### src/rrcdc_pkg.sv
// constants, field layouts and state codes for the reset release and
// clock divider control block; shared by the top and the test bench.
package rrcdc_pkg;

   // clock rate of the fast base clock
   localparam real CLOCK_MHZ = 100.0;

   // release times, in their own units
   localparam real PIN_RELEASE_MS    = 0.8;
   localparam real POR_RELEASE_MS    = 1.8;
   localparam int  SHORT_RELEASE_CLK = 30;
   localparam int  PIN_MIN_LOW_CLK   = 12;

   localparam int PIN_RELEASE_CYCLES =
      $rtoi(PIN_RELEASE_MS * CLOCK_MHZ * 1000.0 + 0.5);
   localparam int POR_RELEASE_CYCLES =
      $rtoi(POR_RELEASE_MS * CLOCK_MHZ * 1000.0 + 0.5);
   localparam int SHORT_RELEASE_CYCLES = SHORT_RELEASE_CLK;

   localparam int CNT_W = 18;

   // register offsets
   localparam logic [7:0] OFS_SYSTEM_CLOCK_CONFIG = 8'h00;
   localparam logic [7:0] OFS_OSCILLATOR_CONTROL  = 8'h04;
   localparam logic [7:0] OFS_STANDBY_CONTROL     = 8'h08;
   localparam logic [7:0] OFS_PLL_SOURCE_SELECT   = 8'h0C;
   localparam logic [7:0] OFS_WRITE_PROTECT_KEY   = 8'h3C;
   localparam logic [7:0] OFS_RESET_SOURCE_FLAGS  = 8'h40;
   localparam logic [7:0] OFS_COLD_RETAINED       = 8'h44;

   // reset values
   localparam logic [31:0] RST_SYSTEM_CLOCK_CONFIG = 32'h0001_0000;
   localparam logic [31:0] RST_OSCILLATOR_CONTROL  = 32'h8001_0030;
   localparam logic [31:0] RST_STANDBY_CONTROL     = 32'h0000_0003;
   localparam logic [31:0] RST_PLL_SOURCE_SELECT   = 32'h0000_0000;
   localparam logic [31:0] RST_WRITE_PROTECT_KEY   = 32'h0000_0000;
   localparam logic [4:0]  RST_SOURCE_FLAGS        = 5'h01;
   localparam logic [3:0]  RST_COLD_RETAINED       = 4'h0;

   // bits that hold storage; all others read as zero except the oscillator status bit
   localparam logic [31:0] MASK_SYSTEM_CLOCK_CONFIG = 32'h0013_3707;
   localparam logic [31:0] MASK_OSCILLATOR_CONTROL  = 32'hFFFF_D1FC;
   localparam logic [31:0] MASK_STANDBY_CONTROL     = 32'h0000_0007;
   localparam logic [31:0] MASK_PLL_SOURCE_SELECT   = 32'h0000_0001;
   localparam logic [31:0] MASK_WRITE_PROTECT_KEY   = 32'h0000_00FF;

   // system_clock_config fields
   localparam int SYS_PERIPH_SRC_BIT = 12;
   localparam int SYS_PRESCALER_LSB  = 8;
   localparam int SYS_GEAR_LSB       = 0;

   // oscillator_control fields
   localparam int OSC_EXT_SEL_BIT  = 17;
   localparam int OSC_STATUS_BIT   = 9;
   localparam int OSC_PLL_ON_BIT   = 2;

   // reset source flag positions
   localparam int SRC_POR  = 0;
   localparam int SRC_PIN  = 1;
   localparam int SRC_LVD  = 2;
   localparam int SRC_WATCHDOG = 3;
   localparam int SRC_CORE = 4;

   typedef enum logic [2:0] {
      RRCDC_ST_RUN        = 3'h0,
      RRCDC_ST_POR_WAIT   = 3'h1,
      RRCDC_ST_PIN_HELD   = 3'h2,
      RRCDC_ST_PIN_WAIT   = 3'h3,
      RRCDC_ST_SHORT_WAIT = 3'h4
   } rrcdc_state_t;

endpackage

### src/rrcdc_top.sv
// reset release sequencer and clock-control register bank.
// assumes clock is the internal fast base clock, sys_rst is the
// power-on (cold) reset, and all request inputs are synchronous.
`timescale 1ns/1ns
module rrcdc_top #(
   parameter int PIN_CYCLES = rrcdc_pkg::PIN_RELEASE_CYCLES,
   parameter int POR_CYCLES = rrcdc_pkg::POR_RELEASE_CYCLES
) (
   input  wire logic        clock,
   input  wire logic        sys_rst,
   input  wire logic        reset_pin_n,
   input  wire logic        lvd_reset_req,
   input  wire logic        watchdog_reset_req,
   input  wire logic        core_system_reset_request,
   input  wire logic [7:0]  reg_addr,
   input  wire logic [31:0] reg_wdata,
   input  wire logic        reg_write,
   input  wire logic        reg_read,
   output      logic [31:0] reg_rdata,
   output      logic        internal_reset,
   output      logic        gear_clock_enable,
   output      logic        periph_clock_enable,
   output      logic        prescaler_clock_enable,
   output      logic        osc_external_sel,
   output      logic        pll_enable,
   output      logic        pll_select,
   output      logic [2:0]  standby_mode,
   output      logic        flash_security_bit,
   output      logic [2:0]  debug_unit_keep
);

   localparam int CW = rrcdc_pkg::CNT_W;

   typedef struct packed {
      rrcdc_pkg::rrcdc_state_t st;
      logic [CW-1:0]           cnt;
      logic                    int_rst;
      logic [31:0]             sysc;
      logic [31:0]             osc;
      logic [31:0]             stby;
      logic [31:0]             pll;
      logic [31:0]             prot;
      logic [4:0]              flags;
      logic [3:0]              retained;
      logic [31:0]             rdata;
      logic                    periph_en;
   } rrcdc_top_state_t;

   localparam rrcdc_top_state_t RST_STATE = '{
      st       : rrcdc_pkg::RRCDC_ST_POR_WAIT,
      cnt      : CW'(POR_CYCLES - 1),
      int_rst  : 1'b1,
      sysc     : rrcdc_pkg::RST_SYSTEM_CLOCK_CONFIG,
      osc      : rrcdc_pkg::RST_OSCILLATOR_CONTROL,
      stby     : rrcdc_pkg::RST_STANDBY_CONTROL,
      pll      : rrcdc_pkg::RST_PLL_SOURCE_SELECT,
      prot     : rrcdc_pkg::RST_WRITE_PROTECT_KEY,
      flags    : rrcdc_pkg::RST_SOURCE_FLAGS,
      retained : rrcdc_pkg::RST_COLD_RETAINED,
      rdata    : 32'h0000_0000,
      periph_en: 1'b0
   };

   rrcdc_top_state_t r;
   rrcdc_top_state_t next_r;

   logic       src_pin;
   logic       src_lvd;
   logic       src_short;
   logic       src_long;
   logic       periph_clock_source_sel;
   logic [2:0] gear_code;
   logic [2:0] prescaler_ratio;
   logic [2:0] gear_log2;
   logic [2:0] prescaler_log2;
   logic       periph_tick;
   logic       wr_hit;

   assign src_pin   = !reset_pin_n;
   assign src_lvd   = lvd_reset_req;
   assign src_short = watchdog_reset_req | core_system_reset_request;
   assign src_long  = src_pin | src_lvd;
   assign wr_hit    = reg_write && !r.int_rst;

   assign periph_clock_source_sel = r.sysc[rrcdc_pkg::SYS_PERIPH_SRC_BIT];
   assign gear_code = r.sysc[rrcdc_pkg::SYS_GEAR_LSB +: 3];
   assign prescaler_ratio = r.sysc[rrcdc_pkg::SYS_PRESCALER_LSB +: 3];

   // reserved gear codes fall back to undivided; no guard beyond that
   always_comb begin
      case (gear_code)
         3'h4:    gear_log2 = 3'h1;
         3'h5:    gear_log2 = 3'h2;
         3'h6:    gear_log2 = 3'h3;
         3'h7:    gear_log2 = 3'h4;
         default: gear_log2 = 3'h0;
      endcase
   end

   // reserved prescaler codes clamp to the largest ratio
   assign prescaler_log2 = (prescaler_ratio > 3'h5) ? 3'h5
                                                    : prescaler_ratio;

   // fast source keeps the peripheral rate free of the gear setting
   assign periph_tick = periph_clock_source_sel ? 1'b1
                                                : gear_clock_enable;

   always_comb begin
      next_r           = r;
      next_r.rdata     = 32'h0000_0000;

      // release sequencer
      case (r.st)
         rrcdc_pkg::RRCDC_ST_RUN: begin
            if (src_long) begin
               next_r.st = rrcdc_pkg::RRCDC_ST_PIN_HELD;
            end else if (src_short) begin
               next_r.st  = rrcdc_pkg::RRCDC_ST_SHORT_WAIT;
               next_r.cnt = CW'(rrcdc_pkg::SHORT_RELEASE_CYCLES - 1);
            end
         end
         rrcdc_pkg::RRCDC_ST_PIN_HELD: begin
            // held as long as the supervisor keeps the pin low or lvd_reset_req stays high
            if (!src_long) begin
               next_r.st  = rrcdc_pkg::RRCDC_ST_PIN_WAIT;
               next_r.cnt = CW'(PIN_CYCLES - 1);
            end
         end
         rrcdc_pkg::RRCDC_ST_POR_WAIT,
         rrcdc_pkg::RRCDC_ST_PIN_WAIT,
         rrcdc_pkg::RRCDC_ST_SHORT_WAIT: begin
            // short requests during a wait are absorbed by it
            if (src_long) begin
               next_r.st = rrcdc_pkg::RRCDC_ST_PIN_HELD;
            end else if (r.cnt == '0) begin
               next_r.st = rrcdc_pkg::RRCDC_ST_RUN;
            end else begin
               next_r.cnt = r.cnt - CW'(1);
            end
         end
         default: begin
            next_r.st = rrcdc_pkg::RRCDC_ST_PIN_HELD;
         end
      endcase
      next_r.int_rst = (next_r.st != rrcdc_pkg::RRCDC_ST_RUN);

      // source flags: software write-one clears, a new event wins
      if (wr_hit && reg_addr == rrcdc_pkg::OFS_RESET_SOURCE_FLAGS) begin
         next_r.flags = r.flags & ~reg_wdata[4:0];
      end
      if (src_pin) begin
         next_r.flags[rrcdc_pkg::SRC_PIN] = 1'b1;
      end
      if (src_lvd) begin
         next_r.flags[rrcdc_pkg::SRC_LVD] = 1'b1;
      end
      if (watchdog_reset_req) begin
         next_r.flags[rrcdc_pkg::SRC_WATCHDOG] = 1'b1;
      end
      if (core_system_reset_request) begin
         next_r.flags[rrcdc_pkg::SRC_CORE] = 1'b1;
      end

      // register writes; any warm reset reloads the control bank
      if (r.int_rst) begin
         next_r.sysc = rrcdc_pkg::RST_SYSTEM_CLOCK_CONFIG;
         next_r.osc  = rrcdc_pkg::RST_OSCILLATOR_CONTROL;
         next_r.stby = rrcdc_pkg::RST_STANDBY_CONTROL;
         next_r.pll  = rrcdc_pkg::RST_PLL_SOURCE_SELECT;
         next_r.prot = rrcdc_pkg::RST_WRITE_PROTECT_KEY;
      end else if (reg_write) begin
         if (reg_addr == rrcdc_pkg::OFS_SYSTEM_CLOCK_CONFIG) begin
            next_r.sysc = reg_wdata & rrcdc_pkg::MASK_SYSTEM_CLOCK_CONFIG;
         end else if (reg_addr == rrcdc_pkg::OFS_OSCILLATOR_CONTROL) begin
            next_r.osc = reg_wdata & rrcdc_pkg::MASK_OSCILLATOR_CONTROL;
         end else if (reg_addr == rrcdc_pkg::OFS_STANDBY_CONTROL) begin
            next_r.stby = reg_wdata & rrcdc_pkg::MASK_STANDBY_CONTROL;
         end else if (reg_addr == rrcdc_pkg::OFS_PLL_SOURCE_SELECT) begin
            next_r.pll = reg_wdata & rrcdc_pkg::MASK_PLL_SOURCE_SELECT;
         end else if (reg_addr == rrcdc_pkg::OFS_WRITE_PROTECT_KEY) begin
            next_r.prot = reg_wdata & rrcdc_pkg::MASK_WRITE_PROTECT_KEY;
         end else if (reg_addr == rrcdc_pkg::OFS_COLD_RETAINED) begin
            next_r.retained = reg_wdata[3:0];
         end
      end

      // register reads, answered in the next cycle
      if (reg_read) begin
         if (reg_addr == rrcdc_pkg::OFS_SYSTEM_CLOCK_CONFIG) begin
            next_r.rdata = r.sysc & rrcdc_pkg::MASK_SYSTEM_CLOCK_CONFIG;
         end else if (reg_addr == rrcdc_pkg::OFS_OSCILLATOR_CONTROL) begin
            next_r.rdata = r.osc & rrcdc_pkg::MASK_OSCILLATOR_CONTROL;
            next_r.rdata[rrcdc_pkg::OSC_STATUS_BIT] =
               r.osc[rrcdc_pkg::OSC_EXT_SEL_BIT];
         end else if (reg_addr == rrcdc_pkg::OFS_STANDBY_CONTROL) begin
            next_r.rdata = r.stby;
         end else if (reg_addr == rrcdc_pkg::OFS_PLL_SOURCE_SELECT) begin
            next_r.rdata = r.pll;
         end else if (reg_addr == rrcdc_pkg::OFS_WRITE_PROTECT_KEY) begin
            next_r.rdata = r.prot;
         end else if (reg_addr == rrcdc_pkg::OFS_RESET_SOURCE_FLAGS) begin
            next_r.rdata = {27'h0, r.flags};
         end else if (reg_addr == rrcdc_pkg::OFS_COLD_RETAINED) begin
            next_r.rdata = {28'h0000000, r.retained};
         end
      end

      next_r.periph_en = periph_tick && !r.int_rst;
   end

   always_ff @(posedge clock or posedge sys_rst) begin
      if (sys_rst) begin
         r <= RST_STATE;
      end else begin
         r <= next_r;
      end
   end

   rrcdc_divider #(
      .CW(5)
   ) u_gear_div (
      .clock     (clock),
      .sys_rst   (sys_rst),
      .clear     (r.int_rst),
      .tick      (1'b1),
      .log2_ratio(gear_log2),
      .pulse     (gear_clock_enable)
   );

   rrcdc_divider #(
      .CW(5)
   ) u_presc_div (
      .clock     (clock),
      .sys_rst   (sys_rst),
      .clear     (r.int_rst),
      .tick      (periph_tick),
      .log2_ratio(prescaler_log2),
      .pulse     (prescaler_clock_enable)
   );

   assign reg_rdata           = r.rdata;
   assign internal_reset      = r.int_rst;
   assign periph_clock_enable = r.periph_en;
   assign osc_external_sel    = r.osc[rrcdc_pkg::OSC_EXT_SEL_BIT];
   assign pll_enable          = r.osc[rrcdc_pkg::OSC_PLL_ON_BIT];
   assign pll_select          = r.pll[0];
   assign standby_mode        = r.stby[2:0];
   assign flash_security_bit  = r.retained[0];
   assign debug_unit_keep     = r.retained[3:1];

   a_short_load: assert property (@(posedge clock) disable iff (sys_rst)
      (r.st == rrcdc_pkg::RRCDC_ST_RUN && src_short && !src_long)
      |=> (r.st == rrcdc_pkg::RRCDC_ST_SHORT_WAIT && r.cnt == CW'(29)
           && internal_reset))
      else $error("short reset not loaded with 30 cycles");

   a_short_release: assert property (@(posedge clock)
      disable iff (sys_rst)
      (r.st == rrcdc_pkg::RRCDC_ST_SHORT_WAIT && r.cnt == CW'(1)
       && !src_long) ##1 !src_long
      |=> (!internal_reset && r.st == rrcdc_pkg::RRCDC_ST_RUN))
      else $error("short reset not released on count end");

   a_pin_held: assert property (@(posedge clock) disable iff (sys_rst)
      src_long |=> (r.st == rrcdc_pkg::RRCDC_ST_PIN_HELD && internal_reset))
      else $error("pin or lvd request did not hold reset");

   a_pin_load: assert property (@(posedge clock) disable iff (sys_rst)
      (r.st == rrcdc_pkg::RRCDC_ST_PIN_HELD && !src_long)
      |=> (r.st == rrcdc_pkg::RRCDC_ST_PIN_WAIT
           && r.cnt == CW'(PIN_CYCLES - 1)))
      else $error("pin release count not loaded");

   a_wait_count: assert property (@(posedge clock) disable iff (sys_rst)
      (r.st != rrcdc_pkg::RRCDC_ST_RUN
       && r.st != rrcdc_pkg::RRCDC_ST_PIN_HELD
       && r.cnt != '0 && !src_long)
      |=> (r.cnt == $past(r.cnt) - CW'(1) && internal_reset))
      else $error("release counter did not step down");

   a_gear_half: assert property (@(posedge clock) disable iff (sys_rst)
      (gear_clock_enable && gear_code == 3'h4 && !reg_write && !r.int_rst)
      |=> !gear_clock_enable ##1 (gear_clock_enable || reg_write
                                  || r.int_rst || $past(reg_write)))
      else $error("gear by two does not pulse every second cycle");

   a_fast_src: assert property (@(posedge clock) disable iff (sys_rst)
      (periph_clock_source_sel && !r.int_rst) |=> periph_clock_enable)
      else $error("fast peripheral source not every cycle");

   a_sysc_read: assert property (@(posedge clock) disable iff (sys_rst)
      (reg_read && reg_addr == rrcdc_pkg::OFS_SYSTEM_CLOCK_CONFIG)
      |=> ((reg_rdata & ~rrcdc_pkg::MASK_SYSTEM_CLOCK_CONFIG) == '0))
      else $error("unused system register bits read nonzero");

   a_warm_clear: assert property (@(posedge clock) disable iff (sys_rst)
      internal_reset |=> (r.sysc == rrcdc_pkg::RST_SYSTEM_CLOCK_CONFIG
                          && !osc_external_sel))
      else $error("warm reset left control registers set");

   a_cold_keep: assert property (@(posedge clock) disable iff (sys_rst)
      (internal_reset && !reg_write) |=> $stable(r.retained))
      else $error("retained bits changed on warm reset");

   a_rdata_zero: assert property (@(posedge clock) disable iff (sys_rst)
      !reg_read |=> (reg_rdata == 32'h0000_0000))
      else $error("read data not zero outside the answer cycle");

   a_periph_gear: assert property (@(posedge clock)
      disable iff (sys_rst)
      (!periph_clock_source_sel && !r.int_rst)
      |=> (periph_clock_enable == $past(gear_clock_enable)))
      else $error("peripheral enable does not follow the gear");

   a_presc_tick: assert property (@(posedge clock)
      disable iff (sys_rst)
      prescaler_clock_enable |-> $past(periph_tick))
      else $error("prescaler pulse without a peripheral tick");

   a_pin_flag: assert property (@(posedge clock) disable iff (sys_rst)
      src_pin |=> r.flags[rrcdc_pkg::SRC_PIN])
      else $error("pin reset not recorded in the source flags");

   a_watchdog_flag: assert property (@(posedge clock)
      disable iff (sys_rst)
      watchdog_reset_req |=> r.flags[rrcdc_pkg::SRC_WATCHDOG])
      else $error("watchdog reset not recorded in the source flags");

endmodule

### src/rrcdc_divider.sv
// enable-pulse divider: one pulse per 2**log2_ratio input ticks.
// assumes one clock; clear is synchronous and wins over tick.
`timescale 1ns/1ns
module rrcdc_divider #(
   parameter int CW = 5
) (
   input  wire logic          clock,
   input  wire logic          sys_rst,
   input  wire logic          clear,
   input  wire logic          tick,
   input  wire logic [2:0]    log2_ratio,
   output      logic          pulse
);

   typedef struct packed {
      logic [CW-1:0] cnt;
      logic          pulse;
   } rrcdc_div_state_t;

   rrcdc_div_state_t r;
   rrcdc_div_state_t next_r;
   logic [CW-1:0]    mask;

   assign mask  = CW'((6'h01 << log2_ratio) - 6'h01);
   assign pulse = r.pulse;

   always_comb begin
      next_r       = r;
      next_r.pulse = 1'b0;
      if (clear) begin
         next_r.cnt = '0;
      end else if (tick) begin
         next_r.pulse = ((r.cnt & mask) == mask);
         if (r.cnt >= mask) begin
            next_r.cnt = '0;
         end else begin
            next_r.cnt = r.cnt + CW'(1);
         end
      end
   end

   always_ff @(posedge clock or posedge sys_rst) begin
      if (sys_rst) begin
         r <= '0;
      end else begin
         r <= next_r;
      end
   end

endmodule

### config.mk
export PLATFORM = sky130hd
export DESIGN_NAME = rrcdc_top
export DESIGN_NICKNAME = d
export VERILOG_FILES = /design/src/rrcdc_pkg.sv /design/src/rrcdc_top.sv /design/src/rrcdc_divider.sv
export SDC_FILE = /design/constraint.sdc
export NUM_CORES = 1
export LEC_CHECK = 0
export BUFFER_PORTS_ARGS = -buffer_cell sky130_fd_sc_hd__buf_2
export CAP_MARGIN = 40
export CORE_MARGIN = 8
export CORE_UTILIZATION = 33
export DETAILED_ROUTE_END_ITERATION = 8
export GPL_TIMING_DRIVEN = 0
export PLACE_DENSITY = 0.61
export SLEW_MARGIN = 20
export SYNTH_ARGS = -nofsm -noshare
export SYNTH_HDL_FRONTEND = slang
export SYNTH_SLANG_ARGS = --single-unit
### constraint.sdc
create_clock -name clock -period 8.85 [get_ports clock]
set_input_delay 0.885 -clock clock [delete_from_list [all_inputs] [get_ports clock]]
set_output_delay 0.885 -clock clock [all_outputs]
set_load 0.01 [all_outputs]
**Word-level counts from Yosys, hierarchy flattened**

Cells that the tools add are included.

- Mux-type cells: 44
- Order comparisons: 3
- Bitwise logic cells: 12
- Shifts and indexed selects: 2
- Reduce and logical (&&, ||, !) cells: 28
- Add/sub/neg operators: 5
- Equal/unequal tests: 26

Operator list:

| operator | count |
|---|---|
| $mux 32 | 11 |
| $mux 149 | 2 |
| $mux 128 | 1 |
| $mux 96 | 1 |
| $mux 64 | 1 |
| $mux 21 | 3 |
| $mux 18 | 3 |
| $pmux 18 s3 | 1 |
| $mux 5 | 6 |
| $reduce_bool 2->1 | 10 |
| $logic_not 18->1 | 1 |
| $ne 2x2->1 const B | 9 |
| $sub 18x1->18 const B | 1 |
| $eq 8x4->1 const B | 2 |
| $eq 8x7->1 const B | 2 |
| $and 5x5->5 | 3 |
| $eq 3x3->1 const B | 5 |
| $mux 3 | 4 |
| $pmux 3 s4 | 1 |
| $reduce_and 6->1 | 2 |
| $add 5x1->5 const B | 2 |
| $eq 5x5->1 | 2 |
| $ge 5x5->1 | 2 |
| $shl 1x3->5 const A | 2 |
| other kinds (25) | 43 |

- Output and inout bits: 46
- Word-level logic and storage cells: 140
- Register bits after elaboration: 225
- Bits of input ports: 48

**Longest topological paths before layout**

Gate-level depths: netlist (run 1).

- Depth after elaboration: 9
- Mapped depth: 8

**Cells and area by module**

From an unflattened synthesis (run 1), not the netlist that was laid out.

- Cells, all modules: 633
- Area total of the unflattened synthesis: 6,387.4 µm²

Modules (own cells, without submodules):

| module | instances | seq. area each (µm²) | cells an instance | area an instance (µm²) |
|---|---|---|---|---|
| rrcdc_top | 1 | 2,831.5 | 511 | 5,318.9 |
| rrcdc_divider | 2 | 150.1 | 61 | 534.3 |

**Worst setup path after synthesis (run 1)**

No wires, ideal clock.

- Path kind: input -> register
- Start: input reg_addr[1]
- End: register r, in the netlist osc_external_sel
- Data required time: 8,729 ps
- Stages: 7
- Data arrival time: 2,448 ps
- Setup slack: 6,281 ps
- Buffers on the path: 2
- Path through: or4_4 > or2_1 > buf_6 > nor2_8 > a31oi_4 > buf_6 > a22o_1

- Cells in the longest elaborated chain, start to end: 3

Ends and longest elaborated chain:

| what | RTL line | RTL |
|---|---|---|
| from (decl) | rrcdc_top.sv:15 | `input wire logic [7:0] reg_addr,` |
| $eq 8x3->1 or $logic_not 8->1 (tied branches) | rrcdc_top.sv:174, rrcdc_top.sv:172 |  |
| $reduce_bool 2->1 (no line) or $ne 2x2->1 (tied branches) | - |  |
| $reduce_and 3->1 (no line) * | - |  |
| to (signal assigned) | rrcdc_top.sv:215 | `r <= next_r;` |
| to (decl) | rrcdc_top.sv:64 | `rrcdc_top_state_t r;` |

Every way passes the cells marked *; elsewhere a longest branch is shown, timed or not.
A chain may end at the register's enable or synchronous reset.

==> metrics.md, run 1 <==
| Metric | Value |
|---|---|
| Status | finished clean |
| Crit path DAT | 2.99 ns |
| Crit path kind | primary input to flip-flop |
| Period minus WS final | 2.68 ns |
| Buffers on Ports | 90 |
| Vias/cell | 4.99 |
| WL/cell | 16.4 microns |
| Sink Count | 124 |
| VDD IR max | 0.000139 V |
| Slew Limit Fails | 0 |
| Share of layout cells above drive strength 1 | 29.5% |
| Core box area | 0.0186 sq mm |
| Global placement routability congestion | 0.812 |
| WP buf/inv | 3 |
| CTS tree | done |
| Crit path max-delay cell type | or4_4 |
| Number of diodes | 0 |
| # IOs | 94 |
| Placed Instances | 937 |
| TNS Setup | 0 ns |
| Leading post-synthesis cells by cell area | dfrtp_1, dfstp_2, buf_4 |
| Worst Path Max Fanout | 10 |
| Post-Route Skew | 0.00883 ns |
| Row Count | 50 |
| Total CTS buffers | 17 |
| Most frequent cell after synthesis | dfrtp_1 |
| Avg Cell Area, Syn | 10.3 sq um |
| Non-filler cells, final | 969 |
| PwrDens | 181 mW/mm^2 |
| Critical path startpoint category | primary input |
| Die Y | 154 microns |
| Die area | 0.0236 sq mm |
| Htree depth | 4 |
| Multi-input logic area | 0.00260 sq mm |
| HPWL Detailed | 11500 microns |
| Yosys top cell by area | dfrtp_1 |
| # setup viols final | 0 |
| Vias in the first global route | 4830 |
| Peak Freq | 373 MHz |
| Cts repair resizes | 0 |
| DR vias | 4833 |
| Post-synthesis sequential element count | 124 |
| Least-Margin Pin Slew | 0.716 ns |
| TritonRoute pass-1 iters | 4 |
| MaxCap Viol Count | 0 |
| DRT iter0 DRCs | 224 |
| Synth warn | 0 |
| Fill cell total of the finished layout | 1850 |
| Residual DRC | 0 |
| Worst path required time | 9.16 ns |
| Number of library cell types mapped by synthesis | 64 |
| Compound-Gate Fraction of Synth Area | 16.6% |
| GRT overflow | 0 |
| CTS Buffer Depth | 2 |
| Largest net degree at the start of global routing | 83 |
| CP cell instances | buf_2 > or4_4 > or2_1 > buf_6 > nor4_4 > clkbuf_1 > nand2_1 > o31ai_1 |
| Final hold slack | 0.438 ns |
| Fin nets | 792 |
| Critical path's top delay family | simple AND/OR/NAND/NOR gates |
| Share of the synthesized area in the top cell type | 40.4% |
| Sequential cell area | 0.00313 sq mm |
| EDFF count, synth | 0 |
| Hold-fix buffers at CTS | 0 |
| First-pass GRT wire length | 26100 microns |
| Adder-cell area share of the yosys netlist | 4.39% |
| Netlist Area Pre-Place | 0.00626 sq mm |
| Post-synthesis simple-gate area fraction | 16.0% |
| Total wire length | 15900 microns |
| Worst Setup End Kind | flip-flop |
| Final Cell Area | 0.00761 sq mm |
| CTS root buf | clkbuf_16 |
| Initial Util | 33.6% |
| Period utilization | 30.3% |
| Hold/Removal Path Class | primary input to asynchronous set/reset pin |
| Crit-path max cell delay | 0.60 ns |
| RSZ-0062 raised after global routing | false |
| Post-Synth XOR/XNOR Area | 0.699% |
| Post-synth ARST share | 100% |
| Relative slew margins | 51.8% |
| Main combinational cell family by area after synthesis | compound AO/OA/AOI/OAI gates |
| Mapped Cells | 611 |
| Worst-skew pair later-pin latency | 0.43 ns |
| DRT antenna net count | 0 |
| Die Span X | 154 microns |
| Leakage power | 3.54 nW |
| Clock transition at path regs | 0.06 ns |
| Setup bufs post-CTS | 0 |
| Placed instance area | 0.00705 sq mm |
| Final Util | 40.8% |
| Post-synthesis mux area share | 3.68% |
| GRT Resource Usage Total | 14.0% |
| Antenna violations before repair | 1 |
| Register area share after synthesis | 50.0% |
| Synth-to-Final Area Change | 21.5% |
| Fin. Hold Viols | 0 |
| Top cells by count, synth | dfrtp_1, nand2_1, nor2_1 |
| Top FF cell, synth | dfrtp_1 |
[where the power goes]
| group | total, mW | leakage [nW] | internal (mW) | switching (mW) |
|---|---|---|---|---|
| sequential | 0.599 | 1.62 | 0.585 | 0.0137 |
| clock | 0.666 | 0.267 | 0.389 | 0.277 |
| combinational | 0.110 | 1.65 | 0.0364 | 0.0732 |
[worst register-to-register path, cell delays in order (launching register included)]
cell	delay, ns
dfstp_2	0.51
clkbuf_1	0.28
or3b_2	0.23
o21a_1	0.12
clkbuf_1	0.36
clkbuf_1	0.43
a21oi_1	0.07
o21ai_0	0.15
o21ai_0	0.10
[metal layers]
metal  share of wire [%]  vias up  GRT usage (%)
met1                  46     2363           17.2
met2                  48       89           22.7
met4                 1.1        2           4.06
met3                 5.5       19           4.85
li1                    -     2360              -
met5               0.050        -              0
[worst paths after layout]
path                        startpoint         endpoint  slack, ns  cells past startpoint
max in group asynchronous      sys_rst  standby_mode[0]       7.69                      3
hold reg to reg                  r[37]            r[37]       0.48                      1
setup / recovery           reg_addr[1]     reg_rdata[3]       6.17                      8
min in group clock               r[37]            r[37]       0.48                      1
hold / removal                 sys_rst    reg_rdata[29]       0.44                      2
setup reg to reg                r[221]           r[210]       6.48                      8
[cell type report]
cell class                      instances  area share, %
Sequential cell                       124           41.1
Multi-Input combinational cell        393           34.2
Timing Repair Buffer                   91           6.28
Clock buffer                           17           5.59
Buffer                                 65           5.56
Tap cell                              234           3.85
Clock inverter                         15           1.84
Inverter                               30           1.58
[flip-flops by register name, indices dropped and copies added, names as in the netlist, 3 cells and up]
| name | cells |
|---|---|
| debug_unit_keep | 3 |
| gear_code | 3 |
| prescaler_ratio | 3 |
| r | 62 |
| reg_rdata | 31 |
| standby_mode | 3 |
| u_gear_div.r | 5 |
| u_presc_div.r | 5 |
[layout by cell type (no fill, tap or decap), types with 6 or more instances in the layout]
master,count
a21o_1,8
and2_1,17
o31ai_1,6
nand3_1,11
o21ai_0,36
ha_1,22
dfrtp_1,101
mux2i_1,14
clkbuf_1,13
mux2_2,8
nor2_1,44
clkbuf_16,17
a22o_1,22
buf_4,40
a2111oi_0,6
nor3_1,12
nand2b_1,6
nand2_1,52
a31oi_1,7
buf_2,95
and3_1,7
inv_1,29
dfstp_2,23
a21oi_1,33
[stage by stage]
stage	power [mW]	setup slack [ns]
after floorplan	0.677	4.70
after global placement	0.716	3.11
after detailed placement	0.718	5.71
after CTS	1.39	6.14
after global routing	1.44	6.08
final	1.37	6.17
[cell families (layout without fill, tap and decap cells)]
logic type               count (synthesis)  after routing
AO/OA/AOI/OAI                          153            153
XOR/XNOR                                 5              5
adder cells (fa/ha/maj)                 22             22
buffers and inverters                   95            218
flip-flops                             124            124
multiplexers                            22             22
other                                    2              3
AND/OR/NAND/NOR                        188            188
No activity file was read; power rests on OpenSTA's default activity.
==> run 2: changes to the inputs <==
Settings changed: ABC_AREA set to 1, PLACE_DENSITY 0.61 to 0.63.
Clock period 8.85 ns to 2.3 ns, I/O delays scaled along.
==> run 2 against run 1 <==
Net effect:
- sequential power rose to 3.9 times the previous value
- die area grew 1.5%
- cell area up 4.4%
- clock-buffer cell count is 1 higher
- worst setup slack got worse by 5.8 ns
- worst hold slack lost 0.42 ns
- power increased to 4.3 times the previous value
- synthesized cell count grew 24%
- global-route usage is 0.33 points lower
- first-iteration DRC count shrank 0.89%
- clock skew hardly changed
- sequential cell count did not move
==> metrics.md, run 2 <==
| Metric | Value |
|---|---|
| Status | finished clean |
| Largest net degree at the start of global routing | 29 (-65%) |
| GRT overflow | 0 (unchanged) |
| Total power | 5.86 mW (+330%) |
| Worst Path Max Fanout | 5 (-5) |
| Critical path startpoint category | flip-flop |
| DR vias | 5100 (+5.5%) |
| Core box area | 0.0192 sq mm (+3.0%) |
| Buffers on Ports | 91 (+1.1%) |
| M1 GR Usage | 16.9% (-0.37 points) |
| RSZ-0062 raised after global routing | false |
| Top reg by flops | r |
| Grt peak-use layer | met2 |
| Share of the synthesized area in the top cell type | 39.7% (-0.68 points) |
| Die Y | 155 microns (+0.76%) |
| Final Cell Area | 0.00795 sq mm (+4.4%) |
| Final hold slack | 0.0179 ns (-0.420 ns) |
| Leakage power | 4.10 nW (+16%) |
| Final Util | 41.4% (+0.55 points) |
| # IOs | 94 (unchanged) |
| Internal power | 4.35 mW (+330%) |
| Comb pwr share | 11.0% (+3.0 points) |
| Post-synthesis sequential element count | 124 (unchanged) |
| Hold/Removal Path Class | primary input to flip-flop |
| Hold-fix buffers at CTS | 3 (+3) |
| HPWL Detailed | 11800 microns (+2.4%) |
| WL/cell | 13.4 microns (-18%) |
| Setup WS pre-CTS | 0.311 ns (-5.39 ns) |
| Worst path required time | 2.66 ns (-6.50 ns) |
| Max reg flops | 62 (unchanged) |
| Period utilization | 85.9% |
| Vias/cell | 4.41 (-12%) |
| Most common cell after layout, fill and taps aside | nand2_1 |
| Avg Cell Area, Syn | 8.38 sq um (-18%) |
| Row Count | 51 (+2.0%) |
| M2 GR Usage | 22.5% (-0.16 points) |
| PwrDens | 737 mW/mm^2 (+310%) |
| GRT Resource Usage Total | 13.6% (-0.33 points) |
| Sink Count | 124 (unchanged) |
| Non-filler cells, final | 1156 (+19%) |
| Mapped Cells | 760 (+24%) |
| Placed instance area | 0.00729 sq mm (+3.4%) |
| TritonRoute pass-1 iters | 4 (unchanged) |
| Htree depth | 4 (unchanged) |
| Die area | 0.0240 sq mm (+1.5%) |
| P_sw | 1.51 mW (+310%) |
| Worst Setup End Kind | flip-flop |
| Global-route track usage on met3 | 3.36% (-1.5 points) |
| DRT iter0 DRCs | 222 (-0.89%) |
| Top cells by count, synth | nand2_1, inv_1, dfrtp_1 |
| VDD IR max | 0.000485 V (+250%) |
| Crit path kind | flip-flop to flip-flop |
| Clock transition at path regs | 0.06 ns (about the same) |
| Netlist Area Pre-Place | 0.00637 sq mm (+1.7%) |
| Final worst setup slack | 0.324 ns (-5.84 ns) |
| Die Span X | 155 microns (+0.76%) |
| Cts repair resizes | 0 (unchanged) |
| Global placement routability congestion | 0.861 (+6.0%) |
| Fin. Hold Viols | 0 (unchanged) |
| Post-Route Skew | 0.00896 ns (+0.000132 ns) |
| Share of layout cells above drive strength 1 | 26.4% (-3.1 points) |
| CTS Buffer Depth | 2 (unchanged) |
| Worst-skew pair later-pin latency | 0.42 ns (about the same) |
| Most frequent cell after synthesis | nand2_1 |
| Synth-to-Final Area Change | 24.7% |
| Total wire length | 15500 microns (-2.4%) |
| DRT antenna net count | 0 (unchanged) |
| Crit path DAT | 2.33 ns (-0.66 ns) |
| Vias in the first global route | 5183 (+7.3%) |
| Residual DRC | 0 (unchanged) |
| Post-synth ARST share | 100% (unchanged) |
| Register share of total power | 39.9% (-3.7 points) |
| Clk pwr share | 49.1% (+0.6 points) |
| Placed Instances | 1122 (+20%) |
| Peak Freq | 506 MHz |
| Period minus WS final | 1.98 ns |
| Yosys top cell by area | dfrtp_1 |
| Register area share after synthesis | 49.2% (-0.84 points) |
| Setup bufs post-CTS | 0 (unchanged) |
| Top FF cell, synth | dfrtp_1 |
| Commonest non-fill, non-tap cells in the layout | nand2_1, inv_1, dfrtp_1 |
| # setup viols final | 0 (unchanged) |
| EDFF count, synth | 0 (unchanged) |
| MaxCap Viol Count | 0 (unchanged) |
| Initial Util | 33.2% (-0.43 points) |
| First-pass GRT wire length | 25900 microns (-0.98%) |
| CTS tree | done |
| TNS Setup | 0 ns (unchanged) |
| Number of library cell types mapped by synthesis | 40 (-38%) |
| Synth warn | 0 (unchanged) |
| Relative slew margins | 65.1% (+13 points) |
| Slew Limit Fails | 0 (unchanged) |
| Sw frac | 25.7% (-0.78 points) |
| Total CTS buffers | 17 (unchanged) |
| Fin nets | 949 (+20%) |
| Number of diodes | 0 (unchanged) |
| Leading post-synthesis cells by cell area | dfrtp_1, nand2_1, dfstp_2 |
| Least-Margin Pin Slew | 0.520 ns (-0.197 ns) |
| CTS root buf | clkbuf_16 |
| Antenna violations before repair | 0 (-1) |
run 2: changes by cell type after synthesis, moves of 12 or more:
cell,change
nand2_1,+123
inv_1,+80
nor2_1,+34
a22o_1,-22
nand3_1,+20
and2_1,-17
mux2i_1,-14
xor2_1,+13
clkbuf_1,-12
run 2: cells by family (layout without fill, tap and decap cells):
group / after synthesis / in the layout / share of synthesized area (%)
adder cells (fa/ha/maj): 22 / 22 / 4.32
XOR/XNOR: 14 / 14 / 1.92
buffers and inverters: 167 / 297 / 12.8
AO/OA/AOI/OAI: 112 / 112 / 10.4
other: 2 / 3 / 0.118
flip-flops: 124 / 124 / 49.2
AND/OR/NAND/NOR: 319 / 319 / 21.3
run 2: critical path, cell delays in order, from the launching register on:
cell and delay, ns:
dfrtp_1 0.41, inv_1 0.11, a21oi_1 0.21, ha_1 0.30
a21oi_1 0.13, o21ai_0 0.11, nor4b_2 0.43, nand3_1 0.14
nand2_1 0.08
run 2: worst paths after layout:
kind	start	endpoint	slack [ns]	cells past startpoint
setup reg to reg	prescaler_ratio[2]	u_presc_div.r[5]	0.32	8
max in group asynchronous	sys_rst	r[169]	0.68	8
hold / removal	reg_wdata[27]	r[165]	0.02	3
hold reg to reg	r[169]	r[169]	0.48	2
setup / recovery	prescaler_ratio[2]	u_presc_div.r[5]	0.32	8
min in group asynchronous	sys_rst	r[208]	0.34	3
run 2: layer usage:
metal	up-vias	wire length, microns
li1	2595	-
met1	2366	7090
met2	119	7280
met3	20	909
met4	0	225
met5	-	0
run 2: cell type report:
cell class | count | area, sq um
buffer | 49 | 369
clock buffer | 18 | 439
clock inverter | 13 | 190
fill | 1956 | 11300
inverter | 118 | 449
multi-input combinational | 470 | 2430
sequential | 124 | 3130
tap | 265 | 332
timing repair buffer | 99 | 608
run 2: power groups by stage:
stage / logic, mW / registers, mW / clock network [mW]
2_1_floorplan: 0.456 / 2.36 / 0
3_3_place_gp: 0.608 / 2.37 / 0
3_5_place_dp: 0.645 / 2.37 / 0
4_1_cts: 0.652 / 2.34 / 2.95
5_1_grt: 0.744 / 2.35 / 3.06
6_report: 0.642 / 2.34 / 2.88
